`config.mk`:
```
export PLATFORM = sky130hd
export DESIGN_NAME = timer8_waveform_mode_control
export DESIGN_NICKNAME = d
export VERILOG_FILES = /design/src/core/timer8_pkg.sv /design/src/core/compare_unit.sv /design/src/core/timer8_waveform_mode_control.sv
export SDC_FILE = /design/constraint.sdc
export NUM_CORES = 1
export LEC_CHECK = 0
export BUFFER_PORTS_ARGS = -buffer_cell sky130_fd_sc_hd__buf_2
export CORE_MARGIN = 4
export CORE_UTILIZATION = 55
export DETAILED_ROUTE_END_ITERATION = 16
export GPL_TIMING_DRIVEN = 0
export HOLD_SLACK_MARGIN = 0.03
export MAX_ROUTING_LAYER = met4
export PLACE_DENSITY_LB_ADDON = 0.15
export REMOVE_ABC_BUFFERS = 1
export SYNTH_ARGS = -nofsm -noshare
export SYNTH_HDL_FRONTEND = slang
export SYNTH_SLANG_ARGS = --single-unit
```
`constraint.sdc`:
```
create_clock -name pclk -period 6.2 [get_ports pclk]
set_input_delay 0.31 -clock pclk [delete_from_list [all_inputs] [get_ports pclk]]
set_output_delay 0.31 -clock pclk [all_outputs]
set_load 0.01 [all_outputs]
```
`src/core/timer8_pkg.sv`:
```
// Purpose: shared constants for the 8-bit timer waveform and compare-output block
// Assumes: APB, 32-bit data, one word per register
// Notes:   offsets are byte addresses
package timer8_pkg;

    // ----------------------------------------
    // register offsets
    // ----------------------------------------
    localparam logic [7:0] OFS_CTRL_A = 8'h30;
    localparam logic [7:0] OFS_CTRL_B = 8'h34;
    localparam logic [7:0] OFS_COUNT = 8'h38;
    localparam logic [7:0] OFS_CMP_A = 8'h3c;
    localparam logic [7:0] OFS_CMP_B = 8'h40;
    localparam logic [7:0] OFS_FLAGS = 8'h44;
    localparam logic [7:0] OFS_PIN_DIR = 8'h48;

    // ----------------------------------------
    // field positions
    // ----------------------------------------
    localparam int CHAN_A_MODE_LSB = 6;
    localparam int CHAN_B_MODE_LSB = 4;
    localparam int WAVE_LOW_LSB = 0;
    localparam int WAVE_HIGH_POS = 3;
    localparam int RUN_POS = 0;
    localparam int OVF_FLAG_POS = 0;
    localparam int MATCH_A_FLAG_POS = 1;
    localparam int MATCH_B_FLAG_POS = 2;

    // bits 3 and 2 of control a are unimplemented
    localparam logic [7:0] CTRL_A_WMASK = 8'hf3;
    localparam logic [7:0] CTRL_B_WMASK = 8'h09;

    // ----------------------------------------
    // reset values
    // ----------------------------------------
    localparam logic [7:0] CTRL_A_RESET = 8'h00;
    localparam logic [7:0] CTRL_B_RESET = 8'h00;
    localparam logic [7:0] COUNT_RESET = 8'h00;
    localparam logic [7:0] CMP_RESET = 8'h00;

    // ----------------------------------------
    // counter constants and modes
    // ----------------------------------------
    localparam logic [7:0] COUNT_MAX = 8'hff;
    localparam logic [7:0] COUNT_BOTTOM = 8'h00;
    localparam int TICK_DIV_DEFAULT = 1;

    typedef enum logic [2:0] {
        WAVE_NORMAL = 3'h0,
        WAVE_PC_FF = 3'h1,
        WAVE_CTC = 3'h2,
        WAVE_FAST_FF = 3'h3,
        WAVE_RSVD4 = 3'h4,
        WAVE_PC_CMPA = 3'h5,
        WAVE_RSVD6 = 3'h6,
        WAVE_FAST_CMPA = 3'h7
    } wave_mode_t;

    typedef enum logic [1:0] {
        DIR_UP = 2'b01,
        DIR_DOWN = 2'b10
    } count_dir_t;

endpackage : timer8_pkg

```
`src/core/compare_unit.sv`:
```
// Purpose: one compare channel: match detect and compare-output register
// Assumes: tick is a one-cycle timer clock enable
// Notes:   toggle_in_pwm selects whether mode 01 toggles in pwm modes
module compare_unit
    import timer8_pkg::*;
#(
    parameter bit TOGGLE_IN_PWM = 1'b1
) (
    input wire logic pclk,
    input wire logic presetn,
    input wire logic tick,
    input wire logic block_match,
    input wire logic [1:0] out_mode,
    input wire logic wave_high,
    input wire logic is_fast,
    input wire logic is_phase,
    input wire logic counting_up,
    input wire logic at_top,
    input wire logic [7:0] count,
    input wire logic [7:0] top,
    input wire logic [7:0] cmp_value,
    output logic match,
    output logic out_ff
);

    logic cmp_is_top;
    logic pwm;

    assign match = tick && !block_match && (count == cmp_value);
    assign cmp_is_top = (cmp_value == top);
    assign pwm = is_fast || is_phase;

    // ----------------------------------------
    // output register
    // ----------------------------------------
    always_ff @(posedge pclk or negedge presetn) begin
        if (!presetn) begin
            out_ff <= 1'b0;
        end else if (tick) begin
            if (!pwm) begin
                if (match) begin
                    unique case (out_mode)
                        2'b01: out_ff <= ~out_ff;
                        2'b10: out_ff <= 1'b0;
                        2'b11: out_ff <= 1'b1;
                        default: out_ff <= out_ff;
                    endcase
                end
            end else if (out_mode == 2'b01) begin
                if (TOGGLE_IN_PWM && wave_high && match) begin
                    out_ff <= ~out_ff;
                end
            end else if (out_mode[1]) begin
                // match at top ignored, top action instead
                if (cmp_is_top) begin
                    if (at_top) begin
                        out_ff <= ~out_mode[0];
                    end
                end else if (is_fast) begin
                    if (at_top) begin
                        out_ff <= ~out_mode[0];
                    end else if (match) begin
                        out_ff <= out_mode[0];
                    end
                end else if (match) begin
                    out_ff <= counting_up ? out_mode[0] : ~out_mode[0];
                end
            end
        end
    end

endmodule : compare_unit

```
`src/core/timer8_waveform_mode_control.sv`:
```
// Purpose: 8-bit timer counter with waveform modes and two compare outputs
// Assumes: APB slave, zero wait states, 25 MHz pclk
// Notes:   timer clock is a one-cycle enable from a divider, never a clock
//
// What this block does
// - synchronous logic on pclk; timer clock is only a one-cycle enable
// - nonzero channel A output mode makes the compare output own the pin
// - nonzero channel B output mode makes the compare output own the pin
// - pin driver enabled only when the pin direction bit says output
// - non-pwm channel A: 00 off, 01 toggle, 10 clear, 11 set on match
// - pwm channel A mode 01: off if high wave bit 0, toggle if 1
// - fast pwm channel A: 10 clear on match set at top, 11 opposite
// - phase pwm channel A: 10 clear on up match set on down, 11 opposite
// - pwm: compare equal to top with high mode bit acts at top only
// - non-pwm channel B: 00 off, 01 toggle, 10 clear, 11 set on match
// - fast pwm channel B: 01 reserved, 10 clear/set at top, 11 opposite
// - phase pwm channel B: 01 reserved, 10 clear up set down, 11 opposite
// - control A bits 3 and 2 unimplemented, read zero
// - wave mode is two low bits of control A plus high bit of control B
// - modes 0 and 2: top 0xff or compare A, immediate update, flag at max
// - modes 1 and 5: top 0xff or compare A, update at top, flag at bottom
// - modes 3 and 7: update at top; flag at max for 3, at top for 7
// - max is 0xff and bottom is 0x00
// - fast pwm counts up to top then returns to bottom next tick
// - phase pwm reverses at top, top held for one tick
//
// Added by the designer: the APB register port.
module timer8_waveform_mode_control
    import timer8_pkg::*;
#(
    parameter int TICK_DIV = TICK_DIV_DEFAULT
) (
    input wire logic pclk,
    input wire logic presetn,
    input wire logic psel,
    input wire logic penable,
    input wire logic pwrite,
    input wire logic [7:0] paddr,
    input wire logic [31:0] pwdata,
    output logic [31:0] prdata,
    output logic pready,
    output logic pslverr,
    output logic chan_a_compare_out,
    output logic chan_b_compare_out,
    output logic chan_a_pin_override,
    output logic chan_b_pin_override,
    output logic chan_a_pin_oe,
    output logic chan_b_pin_oe
);

    // ----------------------------------------
    // declarations
    // ----------------------------------------
    logic [7:0] ctrl_a_ff;
    logic [7:0] ctrl_b_ff;
    logic [7:0] count_ff;
    logic [7:0] nxt_count;
    logic [7:0] cmp_sw_ff [2];
    logic [7:0] cmp_act_ff [2];
    logic [2:0] flags_ff;
    logic [1:0] pin_dir_ff;
    logic [31:0] prdata_ff;
    logic pready_ff;
    logic pslverr_ff;
    logic [1:0] override_ff;
    logic [1:0] oe_ff;
    logic [1:0] cmp_out_ff;
    logic block_ff;
    logic tick_ff;
    logic [15:0] div_ff;
    count_dir_t dir_ff;
    count_dir_t nxt_dir;
    wave_mode_t wave_mode;
    logic [7:0] top;
    logic [1:0] out_mode [2];
    logic [1:0] match;
    logic is_fast;
    logic is_phase;
    logic at_top;
    logic overflow_event;
    logic setup;
    logic wr_en;
    logic mapped;
    logic run;

    assign setup = psel && !penable;
    assign wr_en = psel && penable && pwrite && pready_ff;
    assign run = ctrl_b_ff[RUN_POS];

    // ----------------------------------------
    // timer clock enable
    // ----------------------------------------
    // divider pulse, not a derived clock
    always_ff @(posedge pclk or negedge presetn) begin
        if (!presetn) begin
            div_ff <= 16'h0000;
            tick_ff <= 1'b0;
        end else if (!run) begin
            div_ff <= 16'h0000;
            tick_ff <= 1'b0;
        end else if (div_ff >= 16'(TICK_DIV - 1)) begin
            div_ff <= 16'h0000;
            tick_ff <= 1'b1;
        end else begin
            div_ff <= div_ff + 16'h0001;
            tick_ff <= 1'b0;
        end
    end

    // ----------------------------------------
    // mode decode
    // ----------------------------------------
    // three-bit wave mode
    assign wave_mode = wave_mode_t'({ctrl_b_ff[WAVE_HIGH_POS], ctrl_a_ff[WAVE_LOW_LSB +: 2]});
    assign is_fast = (wave_mode == WAVE_FAST_FF) || (wave_mode == WAVE_FAST_CMPA);
    assign is_phase = (wave_mode == WAVE_PC_FF) || (wave_mode == WAVE_PC_CMPA);
    assign out_mode[0] = ctrl_a_ff[CHAN_A_MODE_LSB +: 2];
    assign out_mode[1] = ctrl_a_ff[CHAN_B_MODE_LSB +: 2];

    always_comb begin
        unique case (wave_mode)
            WAVE_CTC, WAVE_PC_CMPA, WAVE_FAST_CMPA: top = cmp_act_ff[0];
            default: top = COUNT_MAX;
        endcase
    end

    assign at_top = tick_ff && (count_ff == top);

    // ----------------------------------------
    // counter sequence
    // ----------------------------------------
    // reserved modes 4 and 6 simply run as normal mode
    always_comb begin
        nxt_count = count_ff;
        nxt_dir = dir_ff;
        if (is_phase) begin
            // reverse at top and at bottom
            unique case (dir_ff)
                DIR_UP: begin
                    if (count_ff >= top) begin
                        nxt_dir = DIR_DOWN;
                        nxt_count = count_ff - 8'h01;
                    end else begin
                        nxt_count = count_ff + 8'h01;
                    end
                end
                DIR_DOWN: begin
                    if (count_ff == COUNT_BOTTOM) begin
                        nxt_dir = DIR_UP;
                        nxt_count = count_ff + 8'h01;
                    end else begin
                        nxt_count = count_ff - 8'h01;
                    end
                end
            endcase
        end else if (count_ff == top) begin
            nxt_dir = DIR_UP;
            nxt_count = COUNT_BOTTOM;
        end else begin
            nxt_dir = DIR_UP;
            nxt_count = count_ff + 8'h01;
        end
    end

    // a software write wins over the tick and masks the next match
    always_ff @(posedge pclk or negedge presetn) begin
        if (!presetn) begin
            count_ff <= COUNT_RESET;
            dir_ff <= DIR_UP;
        end else if (wr_en && paddr == OFS_COUNT) begin
            count_ff <= pwdata[7:0];
        end else if (tick_ff) begin
            count_ff <= nxt_count;
            dir_ff <= nxt_dir;
        end
    end

    always_ff @(posedge pclk or negedge presetn) begin
        if (!presetn) begin
            block_ff <= 1'b0;
        end else if (wr_en && paddr == OFS_COUNT) begin
            block_ff <= 1'b1;
        end else if (tick_ff) begin
            block_ff <= 1'b0;
        end
    end

    // ----------------------------------------
    // compare buffers
    // ----------------------------------------
    // immediate or at top
    for (genvar ch = 0; ch < 2; ch++) begin : g_buf
        localparam logic [7:0] OFS = (ch == 0) ? OFS_CMP_A : OFS_CMP_B;
        always_ff @(posedge pclk or negedge presetn) begin
            if (!presetn) begin
                cmp_sw_ff[ch] <= CMP_RESET;
            end else if (wr_en && paddr == OFS) begin
                cmp_sw_ff[ch] <= pwdata[7:0];
            end
        end
        always_ff @(posedge pclk or negedge presetn) begin
            if (!presetn) begin
                cmp_act_ff[ch] <= CMP_RESET;
            end else if (!(is_fast || is_phase)) begin
                cmp_act_ff[ch] <= cmp_sw_ff[ch];
            end else if (at_top) begin
                cmp_act_ff[ch] <= cmp_sw_ff[ch];
            end
        end
    end

    // ----------------------------------------
    // compare units
    // ----------------------------------------
    for (genvar ch = 0; ch < 2; ch++) begin : g_cmp
        // only channel A may toggle in pwm
        compare_unit #(
            .TOGGLE_IN_PWM(ch == 0)
        ) u_cmp (
            .pclk(pclk),
            .presetn(presetn),
            .tick(tick_ff),
            .block_match(block_ff),
            .out_mode(out_mode[ch]),
            .wave_high(ctrl_b_ff[WAVE_HIGH_POS]),
            .is_fast(is_fast),
            .is_phase(is_phase),
            .counting_up(dir_ff == DIR_UP),
            .at_top(at_top),
            .count(count_ff),
            .top(top),
            .cmp_value(cmp_act_ff[ch]),
            .match(match[ch]),
            .out_ff(cmp_out_ff[ch])
        );
    end

    // ----------------------------------------
    // pin control
    // ----------------------------------------
    always_ff @(posedge pclk or negedge presetn) begin
        if (!presetn) begin
            override_ff <= 2'b00;
            oe_ff <= 2'b00;
        end else begin
            // any nonzero mode takes the pin
            override_ff[0] <= |out_mode[0];
            override_ff[1] <= |out_mode[1];
            // driver needs the direction bit too
            oe_ff[0] <= (|out_mode[0]) && pin_dir_ff[0];
            oe_ff[1] <= (|out_mode[1]) && pin_dir_ff[1];
        end
    end

    assign chan_a_compare_out = cmp_out_ff[0];
    assign chan_b_compare_out = cmp_out_ff[1];
    assign chan_a_pin_override = override_ff[0];
    assign chan_b_pin_override = override_ff[1];
    assign chan_a_pin_oe = oe_ff[0];
    assign chan_b_pin_oe = oe_ff[1];

    // ----------------------------------------
    // flags
    // ----------------------------------------
    // overflow point per mode
    always_comb begin
        unique case (wave_mode)
            WAVE_PC_FF, WAVE_PC_CMPA: overflow_event = tick_ff && count_ff == COUNT_BOTTOM;
            WAVE_FAST_CMPA: overflow_event = at_top;
            default: overflow_event = tick_ff && count_ff == COUNT_MAX;
        endcase
    end

    // write one clears; a set in the same cycle wins
    always_ff @(posedge pclk or negedge presetn) begin
        if (!presetn) begin
            flags_ff <= 3'h0;
        end else begin
            for (int i = 0; i < 3; i++) begin
                if (wr_en && paddr == OFS_FLAGS && pwdata[i]) begin
                    flags_ff[i] <= 1'b0;
                end
            end
            if (overflow_event) begin
                flags_ff[OVF_FLAG_POS] <= 1'b1;
            end
            if (match[0]) begin
                flags_ff[MATCH_A_FLAG_POS] <= 1'b1;
            end
            if (match[1]) begin
                flags_ff[MATCH_B_FLAG_POS] <= 1'b1;
            end
        end
    end

    // ----------------------------------------
    // control registers
    // ----------------------------------------
    // unimplemented bits never stored
    always_ff @(posedge pclk or negedge presetn) begin
        if (!presetn) begin
            ctrl_a_ff <= CTRL_A_RESET;
        end else if (wr_en && paddr == OFS_CTRL_A) begin
            ctrl_a_ff <= pwdata[7:0] & CTRL_A_WMASK;
        end
    end

    always_ff @(posedge pclk or negedge presetn) begin
        if (!presetn) begin
            ctrl_b_ff <= CTRL_B_RESET;
        end else if (wr_en && paddr == OFS_CTRL_B) begin
            ctrl_b_ff <= pwdata[7:0] & CTRL_B_WMASK;
        end
    end

    always_ff @(posedge pclk or negedge presetn) begin
        if (!presetn) begin
            pin_dir_ff <= 2'b00;
        end else if (wr_en && paddr == OFS_PIN_DIR) begin
            pin_dir_ff <= pwdata[1:0];
        end
    end

    // ----------------------------------------
    // apb slave
    // ----------------------------------------
    always_comb begin
        unique case (paddr)
            OFS_CTRL_A, OFS_CTRL_B, OFS_COUNT, OFS_CMP_A,
            OFS_CMP_B, OFS_FLAGS, OFS_PIN_DIR: mapped = 1'b1;
            default: mapped = 1'b0;
        endcase
    end

    // read data is captured in setup so it leaves a flop
    always_ff @(posedge pclk or negedge presetn) begin
        if (!presetn) begin
            prdata_ff <= 32'h0000_0000;
        end else if (setup) begin
            unique case (paddr)
                OFS_CTRL_A: prdata_ff <= {24'h00_0000, ctrl_a_ff};
                OFS_CTRL_B: prdata_ff <= {24'h00_0000, ctrl_b_ff};
                OFS_COUNT: prdata_ff <= {24'h00_0000, count_ff};
                OFS_CMP_A: prdata_ff <= {24'h00_0000, cmp_sw_ff[0]};
                OFS_CMP_B: prdata_ff <= {24'h00_0000, cmp_sw_ff[1]};
                OFS_FLAGS: prdata_ff <= {29'h0000_0000, flags_ff};
                OFS_PIN_DIR: prdata_ff <= {30'h0000_0000, pin_dir_ff};
                default: prdata_ff <= 32'h0000_0000;
            endcase
        end
    end

    always_ff @(posedge pclk or negedge presetn) begin
        if (!presetn) begin
            pready_ff <= 1'b0;
            pslverr_ff <= 1'b0;
        end else begin
            pready_ff <= setup;
            pslverr_ff <= setup && !mapped;
        end
    end

    assign prdata = prdata_ff;
    assign pready = pready_ff;
    assign pslverr = pslverr_ff;

endmodule : timer8_waveform_mode_control

```
==> results of run 1 <==
## power groups by stage
stage	sequential (W)	clock, W	combinational, W
2_1_floorplan	0.000501	0	0.0000517
3_3_place_gp	0.000506	0	0.0000843
3_5_place_dp	0.000506	0	0.0000867
4_1_cts	0.000497	0.000466	0.0000872
5_1_grt	0.000499	0.000489	0.0000994
6_report	0.000497	0.000458	0.0000877
## state kept, by name, summed over array words and instances, names as in the netlist, 2 cells and up
name,count
cmp_act_ff,16
cmp_sw_ff,16
count_ff,8
prdata,8
ctrl_a_ff,6
flags_ff,3
ctrl_b_ff,2
dir_ff,2
g_cmp.u_cmp.out_ff,2
oe_ff,2
override_ff,2
pin_dir_ff,2
## worst min-delay path by stage
stage,to,cells past startpoint
floorplan,block_ff,0
global placement,tick_ff,0
detailed placement,tick_ff,0
CTS,count_ff[1],1
global route,dir_ff[1],1
finish,ctrl_a_ff[4],1
## cell families (layout without fill, tap and decap cells)
| logic type | after synthesis | in the layout | share of synthesized area, % |
|---|---|---|---|
| XOR/XNOR | 25 | 25 | 4.87 |
| AND/OR/NAND/NOR | 144 | 144 | 16.4 |
| adder cells (fa/ha/maj) | 14 | 14 | 3.89 |
| multiplexers | 48 | 48 | 11.8 |
| AO/OA/AOI/OAI | 97 | 97 | 15.1 |
| flip-flops | 73 | 73 | 40.6 |
| buffers and inverters | 59 | 66 | 7.14 |
| other | 1 | 24 | 0.0833 |
## cell type report
type	count	area share, %
Clock inverter	6	2.39
Clock buffer	10	2.62
Tap cell	102	2.62
Multi-Input combinational cell	352	50.1
Sequential cell	73	37.5
Timing Repair Buffer	36	3.74
Inverter	14	1.08
## routing by layer
layer | vias to the layer above | share of wire [%] | global-route usage [%]
li1 | 1678 | - | -
met1 | 1785 | 43 | 33.8
met2 | 124 | 48 | 39.7
met3 | 19 | 6.7 | 5.31
met4 | 0 | 2.4 | 8.82
met5 | - | 0 | -
## stage by stage
step / instance area [um2] / util, % / total power [W]
after global placement: 4630 / 58.9 / 0.000590
after detailed placement: 4630 / 59.0 / 0.000593
after CTS: 4870 / 62.1 / 0.00105
after global routing: 4880 / 62.2 / 0.00109
final: 4880 / 62.2 / 0.00104
after floorplan: 4320 / - / 0.000553
## layout by cell type, fill, tap and decap left out, types with 7 or more instances in the layout
master,netlist,layout
nand3_1,11,11
o21ai_1,19,19
inv_1,11,11
dfrtp_1,72,72
o21ai_0,10,10
xnor2_1,9,9
nor3_1,15,15
a221oi_1,8,8
nor2_1,29,29
conb_1,1,24
nand2_1,35,35
a21oi_2,7,7
ha_1,14,14
buf_2,2,35
a21oi_1,12,12
clkbuf_8,0,9
nand4_1,13,13
xor2_1,16,16
mux2_1,41,41
==> reports/summary.txt, run 1 <==
Outcome -> finished clean
Crit path to -> count_ff[4]
Antenna Cells -> 0
Synth Warn # -> 0
Crit share post-route -> 67.5%
Row cnt -> 32
CTS max path bufs -> 2
Final Wtd Congestion -> 0.893
CTS root buf -> clkbuf_8
Number of distinct library cells after synthesis -> 57
First-pass GRT wire length -> 18900 um
CTS tree -> done
Sequential area share after synthesis -> 40.6%
WP buf/inv -> 0
Layout area overhead -> 8.40%
Largest net degree at the start of global routing -> 74
Synth Area per Inst -> 9.76 um2
Critical path's largest stage delay -> 0.94 ns
Count leader, synth -> dfrtp_1
Register area -> 1830 um2
Hold Slack -> 0.0707 ns
Mapped Cells -> 461
Crit path max fanout -> 12
CP Launch Type -> flop
Die width -> 98.5 um
CP endpoint kind -> flop
Post-Route WL -> 11400 um
Critical-path top delay cell -> a211oi_1
Worst Hold Class -> input port to asynchronous set/reset pin
Crit path arrival time -> 4.43 ns
Min cycle time layout -> 4.19 ns
H-tree depth -> 3
Slew margin rel. -> 7.13%
Layout cell share with drive strength beyond 1 -> 13.4%
Synth top area share -> 40.0%
Antenna Nets Post-Route -> 0
Setup Buffers After CTS -> 0
Setup Skew -> 0.00639 ns
Clock power frac -> 43.9%
Post-CTS sizing -> 0
Area of the multi-input gates -> 2440 um2
Worst Tran Pin Value -> 1.38 ns
Ports -> 85
Vias in the first global route -> 3553
Clock sinks -> 73
Congestion Overflow GR -> 0
Placed Cells -> 577
Worst R2R Path Depth -> 10
Switching power -> 0.000262 W
HPWL after detailed placement -> 8520 um
Layout fillers -> 666
Worst R2R End -> count_ff[4]
Maxcap violations -> 0
Synth area leaders -> dfrtp_1 (40%), mux2_1 (10%), buf_4 (4.3%)
Critical setup path kind -> flop to flop
Total CTS buffers -> 9
Critical-path cell list -> or3b_1 -> a21o_1 -> ha_1 -> nand2b_1 -> a21o_1 -> a211o_1 -> a211oi_1 -> o2111ai_1 -> a31o_1 -> a221o_1
Final setup vio count -> 0
IO Port Bufs -> 36
Crit path required time -> 6.44 ns
Flop2flop setup slack -> 2.01 ns
Hold Violations, Final -> 0
Antenna violations before repair -> 0
Max IR drop VDD -> 247 uV
1st-iter DRT viols -> 267
Number of synthesized flops with an enable pin -> 0
DR pass1 iterations -> 5
Lkg Pwr -> 2.35 nW
Via count -> 3606
Layout net count -> 545
Avg WL per Cell -> 19.3 um
Sw Ratio -> 25.1%
Setup_tns -> 0 ns
Largest delay share family, worst path -> compound AO/OA/AOI/OAI gates
Place WS -> 2.09 ns
Non-filler cells, final -> 593
Synthesized area -> 4500 um2
P_int -> 0.000781 W
Post-synth ARST share -> 100%
Synth Flop Type -> dfrtp_1
Post-synth top cells -> dfrtp_1 (72), mux2_1 (41), nand2_1 (35), nor2_1 (29), buf_4 (26)
Clk pin slew, worst setup/hold paths -> 0.08 ns
Die Height -> 98.5 um
Crit. Startpoint -> ctrl_a_ff[0]
Unrepaired setup endpoints after global routing -> no
CTS hold repair buffers -> 0
GRT Overall Usage -> 25.7%
Setup ws final -> 2.01 ns
Max Fclk -> 239 MHz
Initial Util -> 57.4%
Worst r2r src -> ctrl_a_ff[0]
Final Slew Violations -> 0
Drt drc -> 0
Cell taking the most area after synthesis -> dfrtp_1
Sequential share of power -> 47.7%
Most common cell on crit path -> a21o_1
Core region area -> 7850 um2
Worst-Skew Late Latency -> 0.36 ns
Pwr/cell area -> 214 nW/um2
WP depth -> 10
Number of synthesized register bits -> 73
Die area -> 9690 um2
Combinational share of power -> 8.4%
Post-DR vias/cell -> 6.08
Power figures use the tool's default switching activity.
==> run 2, diff against run 1 <==
--- a/config.mk
+++ b/config.mk
@@ -7,7 +7,7 @@
 export LEC_CHECK = 0
 export BUFFER_PORTS_ARGS = -buffer_cell sky130_fd_sc_hd__buf_2
 export CORE_MARGIN = 4
-export CORE_UTILIZATION = 55
+export CORE_UTILIZATION = 51
 export DETAILED_ROUTE_END_ITERATION = 16
 export GPL_TIMING_DRIVEN = 0
 export HOLD_SLACK_MARGIN = 0.03
==> constraint.sdc (replaced) <==
create_clock -name pclk -period 3.6 [get_ports pclk]
set_input_delay 0.18 -clock pclk [delete_from_list [all_inputs] [get_ports pclk]]
set_output_delay 0.18 -clock pclk [all_outputs]
set_load 0.01 [all_outputs]
==> reports/summary.txt, run 2 (synthesized netlist as in run 1, its figures left out) <==
Outcome -> finished clean
Total CTS buffers -> 9 (unchanged)
Layout net count -> 551 (+1.1%)
Most common cell on crit path -> a21o_1
Antenna Cells -> 0 (unchanged)
Antenna violations before repair -> 0 (unchanged)
Post-route cell area -> 4960 um2 (+1.7%)
Via count -> 3674 (+1.9%)
Initial Util -> 52.1% (-5.2 points)
Post-Route WL -> 11600 um (+1.4%)
Die Height -> 102 um (+3.5%)
Maxcap violations -> 0 (unchanged)
Place WS -> -0.475 ns (-2.57 ns)
Lkg Pwr -> 2.38 nW (+1.2%)
Worst-Skew Late Latency -> 0.36 ns (about the same)
Final setup vio count -> 0 (unchanged)
Switching power -> 0.000475 W (+82%)
Combinational share of power -> 9.4% (+1.0 points)
DP Area -> 4660 um2 (+0.76%)
Crit path max fanout -> 9 (-3)
Layout cell share with drive strength beyond 1 -> 15.9% (+2.5 points)
Min cycle time layout -> 3.42 ns (-0.769 ns)
GRT Overall Usage -> 23.8% (-1.8 points)
P_int -> 0.00129 W (+65%)
Drt drc -> 0 (unchanged)
Critical path's largest stage delay -> 0.52 ns (-0.42 ns)
Max Fclk -> 293 MHz (+23%)
Critical-path cell list -> or3b_4 -> a21o_1 -> ha_1 -> nand2b_1 -> a21o_1 -> a211o_1 -> a211oi_4 -> o2111ai_1 -> a31o_1 -> a221o_1
Clock sinks -> 73 (unchanged)
Pwr/cell area -> 355 nW/um2 (+66%)
Most common cell after layout, fill and taps aside -> dfrtp_1
Slew margin rel. -> 17.4% (+10 points)
IO Port Bufs -> 36 (unchanged)
Worst Tran Pin Value -> 1.23 ns (-0.153 ns)
Non-filler cells, final -> 605 (+2.0%)
Unrepaired setup endpoints after global routing -> no
Final Util -> 57.5% (-4.7 points)
Avg WL per Cell -> 19.2 um (-0.65%)
Crit. Startpoint -> ctrl_b_ff[3]
Die area -> 10400 um2 (+7.2%)
Crit path required time -> 3.84 ns (-2.60 ns)
CP Launch Type -> flop
Final Slew Violations -> 0 (unchanged)
Sw Ratio -> 27.0% (+1.9 points)
Setup_tns -> 0 ns (unchanged)
Final Wtd Congestion -> 0.912 (+2.2%)
Crit path arrival time -> 3.66 ns (-0.77 ns)
Clk pin slew, worst setup/hold paths -> 0.09 ns (about the same)
Row cnt -> 34 (+6.3%)
Setup ws final -> 0.181 ns (-1.83 ns)
CTS tree -> done
Max IR drop VDD -> 364 uV (+47%)
Worst r2r src -> ctrl_b_ff[3]
Congestion Overflow GR -> 0 (unchanged)
Die width -> 102 um (+3.5%)
Most frequent cells in the layout -> dfrtp_1 (70), mux2_1 (41), buf_2 (35)
CTS max path bufs -> 2 (unchanged)
Clock power frac -> 41.9% (-2.0 points)
Crit share post-route -> 95.0% (+27 points)
Setup Skew -> 0.00799 ns (+0.00160 ns)
CP endpoint kind -> flop
H-tree depth -> 3 (unchanged)
Sequential share of power -> 48.7% (+1.0 points)
Critical-path top delay cell -> or3b_4
Critical setup path kind -> flop to flop
1st-iter DRT viols -> 200 (-25%)
Core region area -> 8640 um2 (+10%)
Largest registers -> cmp_act_ff x16, cmp_sw_ff x16
Worst min-delay path startpoint -> pwdata[7]
Post-DR vias/cell -> 6.07 (-0.14%)
HPWL after detailed placement -> 8800 um (+3.3%)
Ports -> 85 (unchanged)
Vias in the first global route -> 3453 (-2.8%)
Placed Cells -> 584 (+1.2%)
Largest net degree at the start of global routing -> 58 (-22%)
DR pass1 iterations -> 5 (unchanged)
Layout area overhead -> 10.3%
CTS root buf -> clkbuf_8
Worst Hold Class -> input port to flop
Hold Violations, Final -> 0 (unchanged)
Antenna Nets Post-Route -> 0 (unchanged)
First-pass GRT wire length -> 18500 um (-2.0%)
Layout fillers -> 782 (+17%)
-- run 2: per-layer routing --
layer / wire, um / share of wire, % / GRT usage (%) / vias up
met1: 5270 / 45 / 33.4 / 1835
met5: 0 / 0 / - / -
met3: 630 / 5.4 / 3.48 / 19
li1: - / - / - / 1701
met2: 5510 / 48 / 36.1 / 119
met4: 185 / 1.6 / 7.27 / 0
-- run 2: power groups by stage --
stage / registers (W) / logic [W] / clock network (W)
final: 0.000857 / 0.000166 / 0.000738
after global routing: 0.000859 / 0.000186 / 0.000788
after CTS: 0.000856 / 0.000160 / 0.000746
after detailed placement: 0.000873 / 0.000154 / 0
after global placement: 0.000872 / 0.000146 / 0
after floorplan: 0.000863 / 0.0000890 / 0
-- run 2: what timing repair did --
action                     4_1_cts  5_1_grt
setup endpoints to repair        9        4
buffers inserted                 0        3
hold endpoints to repair        72        0
resized for setup                5        4
hold buffers                     1        0
pin swaps                        0        1
-- run 2: metrics by stage --
stage / hold slack, ns / power, W
floorplan: -0.116 / 0.000952
global placement: 0.405 / 0.00102
detailed placement: 0.0637 / 0.00103
CTS: 0.105 / 0.00176
global route: 0.117 / 0.00183
finish: 0.109 / 0.00176
-- run 2: worst paths after layout --
| kind | cells past startpoint | endpoint | slack, ns |
|---|---|---|---|
| setup / recovery | 10 | count_ff[4] | 0.18 |
| hold / removal | 2 | cmp_sw_ff[7] | 0.11 |
| setup reg to reg | 10 | count_ff[4] | 0.18 |
| hold reg to reg | 0 | tick_ff | 0.42 |
| max in group asynchronous | 3 | dir_ff[0] | 2.81 |
| min in group asynchronous | 2 | g_cmp[0].u_cmp.out_ff | 0.22 |
-- run 2: cell type report --
cell class	count	area, um2	share of cell area, %
clock buffers	9	124	2.50
clock inverters	7	103	2.07
inverters	14	52.6	1.06
multi-input cells	352	2470	49.7
flip-flops and latches	73	1830	36.9
well taps	108	135	2.72
repair buffers	42	250	5.04
-- run 2: critical path: cells and delay by family (launching register included) --
kind                     cells  cell delay [ns]
AND/OR/NAND/NOR              2             0.66
flip-flops                   1             0.48
AO/OA/AOI/OAI                7             1.87
adder cells (fa/ha/maj)      1             0.29
==> run 3, diff against run 2 <==
--- a/config.mk
+++ b/config.mk
@@ -14,6 +14,7 @@
 export MAX_ROUTING_LAYER = met4
 export PLACE_DENSITY_LB_ADDON = 0.15
 export REMOVE_ABC_BUFFERS = 1
+export SETUP_SLACK_MARGIN = 0.2
 export SYNTH_ARGS = -nofsm -noshare
 export SYNTH_HDL_FRONTEND = slang
 export SYNTH_SLANG_ARGS = --single-unit
==> reports/summary.txt, run 3 (synthesized netlist as in run 1, its figures left out) <==
Crit path arrival time -> 3.54 ns (-0.12 ns)
Clock sinks -> 73 (unchanged)
First-pass GRT wire length -> 18700 um (+0.89%)
Critical-path top delay cell -> or3b_4
Top Metal Used -> met4
Pwr/cell area -> 351 nW/um2 (-1.1%)
Register area -> 1830 um2 (about the same)
Layout area overhead -> 11.5%
HPWL after detailed placement -> 8800 um (unchanged)
DR pass1 iterations -> 5 (unchanged)
Sw Ratio -> 26.9% (-0.043 points)
Layout fillers -> 777 (-0.64%)
CTS max path bufs -> 2 (unchanged)
Congestion Overflow GR -> 0 (unchanged)
IO Port Bufs -> 36 (unchanged)
GRT Overall Usage -> 24.0% (+0.19 points)
Final Slew Violations -> 0 (unchanged)
Antenna violations before repair -> 0 (unchanged)
Critical setup path kind -> flop to flop
CTS root buf -> clkbuf_8
Antenna Nets Post-Route -> 0 (unchanged)
CP endpoint kind -> flop
Layout cell share with drive strength beyond 1 -> 17.5% (+1.6 points)
Metal3 WL -> 624 um (-0.95%)
Row cnt -> 34 (unchanged)
Largest registers -> cmp_act_ff x16, cmp_sw_ff x16
Hold Violations, Final -> 0 (unchanged)
Die area -> 10400 um2 (unchanged)
Initial Util -> 52.1% (unchanged)
Die width -> 102 um (unchanged)
WP buf/inv -> 0 (unchanged)
Most common cell on crit path -> a21o_1
Crit path required time -> 3.84 ns (about the same)
Post-Route WL -> 11700 um (+1.2%)
Post-route cell area -> 5020 um2 (+1.1%)
Critical path's largest stage delay -> 0.49 ns (-0.03 ns)
Total CTS buffers -> 9 (unchanged)
Final setup vio count -> 0 (unchanged)
Worst Hold Class -> input port to flop
Crit share post-route -> 91.6% (-3.3 points)
Setup_tns -> 0 ns (unchanged)
Max IR drop VDD -> 364 uV (about the same)
Layout net count -> 556 (+0.91%)
Clk pin slew, worst setup/hold paths -> 0.09 ns (about the same)
DP Area -> 4660 um2 (unchanged)
Combinational share of power -> 9.5% (about the same)
Most frequent cells in the layout -> dfrtp_1 (69), mux2_1 (41), buf_2 (35)
Area of the multi-input gates -> 2490 um2 (+0.71%)
CP Launch Type -> flop
Via count -> 3693 (+0.52%)
Final Util -> 58.1% (+0.65 points)
Switching power -> 0.000474 W (-0.14%)
Die Height -> 102 um (unchanged)
Critical-path cell list -> or3b_4 -> a21o_1 -> ha_1 -> nand2b_1 -> a21o_1 -> a211o_1 -> a211oi_4 -> o2111ai_2 -> a31o_1 -> a221o_1
Unrepaired setup endpoints after global routing -> yes
Clock power frac -> 41.8% (about the same)
H-tree depth -> 3 (unchanged)
Worst Tran Pin Value -> 1.02 ns (-0.210 ns)
Outcome -> finished clean
Max Fclk -> 303 MHz (+3.7%)
Sequential share of power -> 48.7% (about the same)
Slew margin rel. -> 31.1% (+14 points)
P_int -> 0.00129 W (about the same)
Final Wtd Congestion -> 0.912 (unchanged)
Wl on met1 -> 5270 um (+0.13%)
Core region area -> 8640 um2 (unchanged)
Largest net degree at the start of global routing -> 58 (unchanged)
Maxcap violations -> 0 (unchanged)
Largest delay share family, worst path -> compound AO/OA/AOI/OAI gates
Antenna Cells -> 0 (unchanged)
Lkg Pwr -> 2.40 nW (+1.1%)
Vias in the first global route -> 3506 (+1.5%)
Crit path max fanout -> 8 (-1)
Ports -> 85 (unchanged)
Post-DR vias/cell -> 6.05 (-0.31%)
CTS tree -> done
Drt drc -> 0 (unchanged)
Min cycle time layout -> 3.30 ns (-0.121 ns)
Setup Skew -> 0.00887 ns (+0.000874 ns)
Avg WL per Cell -> 19.2 um (+0.34%)
Worst-Skew Late Latency -> 0.35 ns (about the same)
Wire length on met2 -> 5530 um (+0.42%)
Most common cell after layout, fill and taps aside -> dfrtp_1
1st-iter DRT viols -> 192 (-4.0%)
==> run 3: changes by cell type in the layout (fill, tap and decap cells not counted), sizes merged <==
cell  previous run  this run
buf             41        46
==> run 3: final timing paths <==
path	start	endpoint	slack [ns]	cells after the start
worst max-delay path	ctrl_a_ff[0]	count_ff[4]	0.30	10
worst min register to register	ctrl_b_ff[0]	tick_ff	0.43	0
max in group asynchronous	presetn	dir_ff[0]	2.81	3
min in group asynchronous	presetn	g_cmp[0].u_cmp.out_ff	0.23	2
worst min-delay path	pwdata[6]	cmp_sw_ff[14]	0.11	2
worst max register to register	ctrl_a_ff[0]	count_ff[4]	0.30	10
==> run 3: layout make-up <==
class                   instances  share of cell area [%]
clock buffers                   9                    2.47
repair buffers                 47                    5.73
inverters                      14                    1.05
well taps                     108                    2.69
clock inverters                 7                    2.04
multi-input cells             352                    49.5
flip-flops and latches         73                    36.5
==> run 3: per-layer routing <==
metal | GRT usage, % | vias to the layer above
met5 | - | -
met4 | 8.98 | 0
met3 | 3.62 | 23
met2 | 35.7 | 128
met1 | 33.4 | 1836
li1 | - | 1706
==> run 3: worst reg2reg max path, delay by kind of cell, from the launching register on <==
family / cells / cell delay, ns
AOI/OAI and AO/OA: 7 / 1.82
and+or+nand+nor: 2 / 0.63
DFF: 1 / 0.46
adders and majority gates: 1 / 0.29
==> run 3: power by group through the flow <==
stage | Sequential [W] | Clock, W | Combinational (W)
floorplan | 0.000863 | 0 | 0.0000890
global placement | 0.000872 | 0 | 0.000146
detailed placement | 0.000873 | 0 | 0.000154
CTS | 0.000857 | 0.000746 | 0.000163
global route | 0.000859 | 0.000788 | 0.000189
finish | 0.000858 | 0.000736 | 0.000168
==> run 3: timing repair <==
item                                   in CTS  in global routing
resized for setup                           7                  6
setup buffers                               2                  6
hold buffers                                1                  0
endpoints found under the hold margin      72                  0
setup endpoints to repair                  25                  5
gates cloned                                0                  0
pin swaps                                   1                  2
==> run 3: stage by stage <==
step	setup WS, ns	hold WS (ns)	power [W]	cells
floorplan	0.0266	-0.116	0.000952	439
global placement	-0.422	0.405	0.00102	583
detailed placement	-0.475	0.0637	0.00103	584
CTS	0.242	0.105	0.00177	603
global route	0.189	0.117	0.00184	610
finish	0.302	0.113	0.00176	610
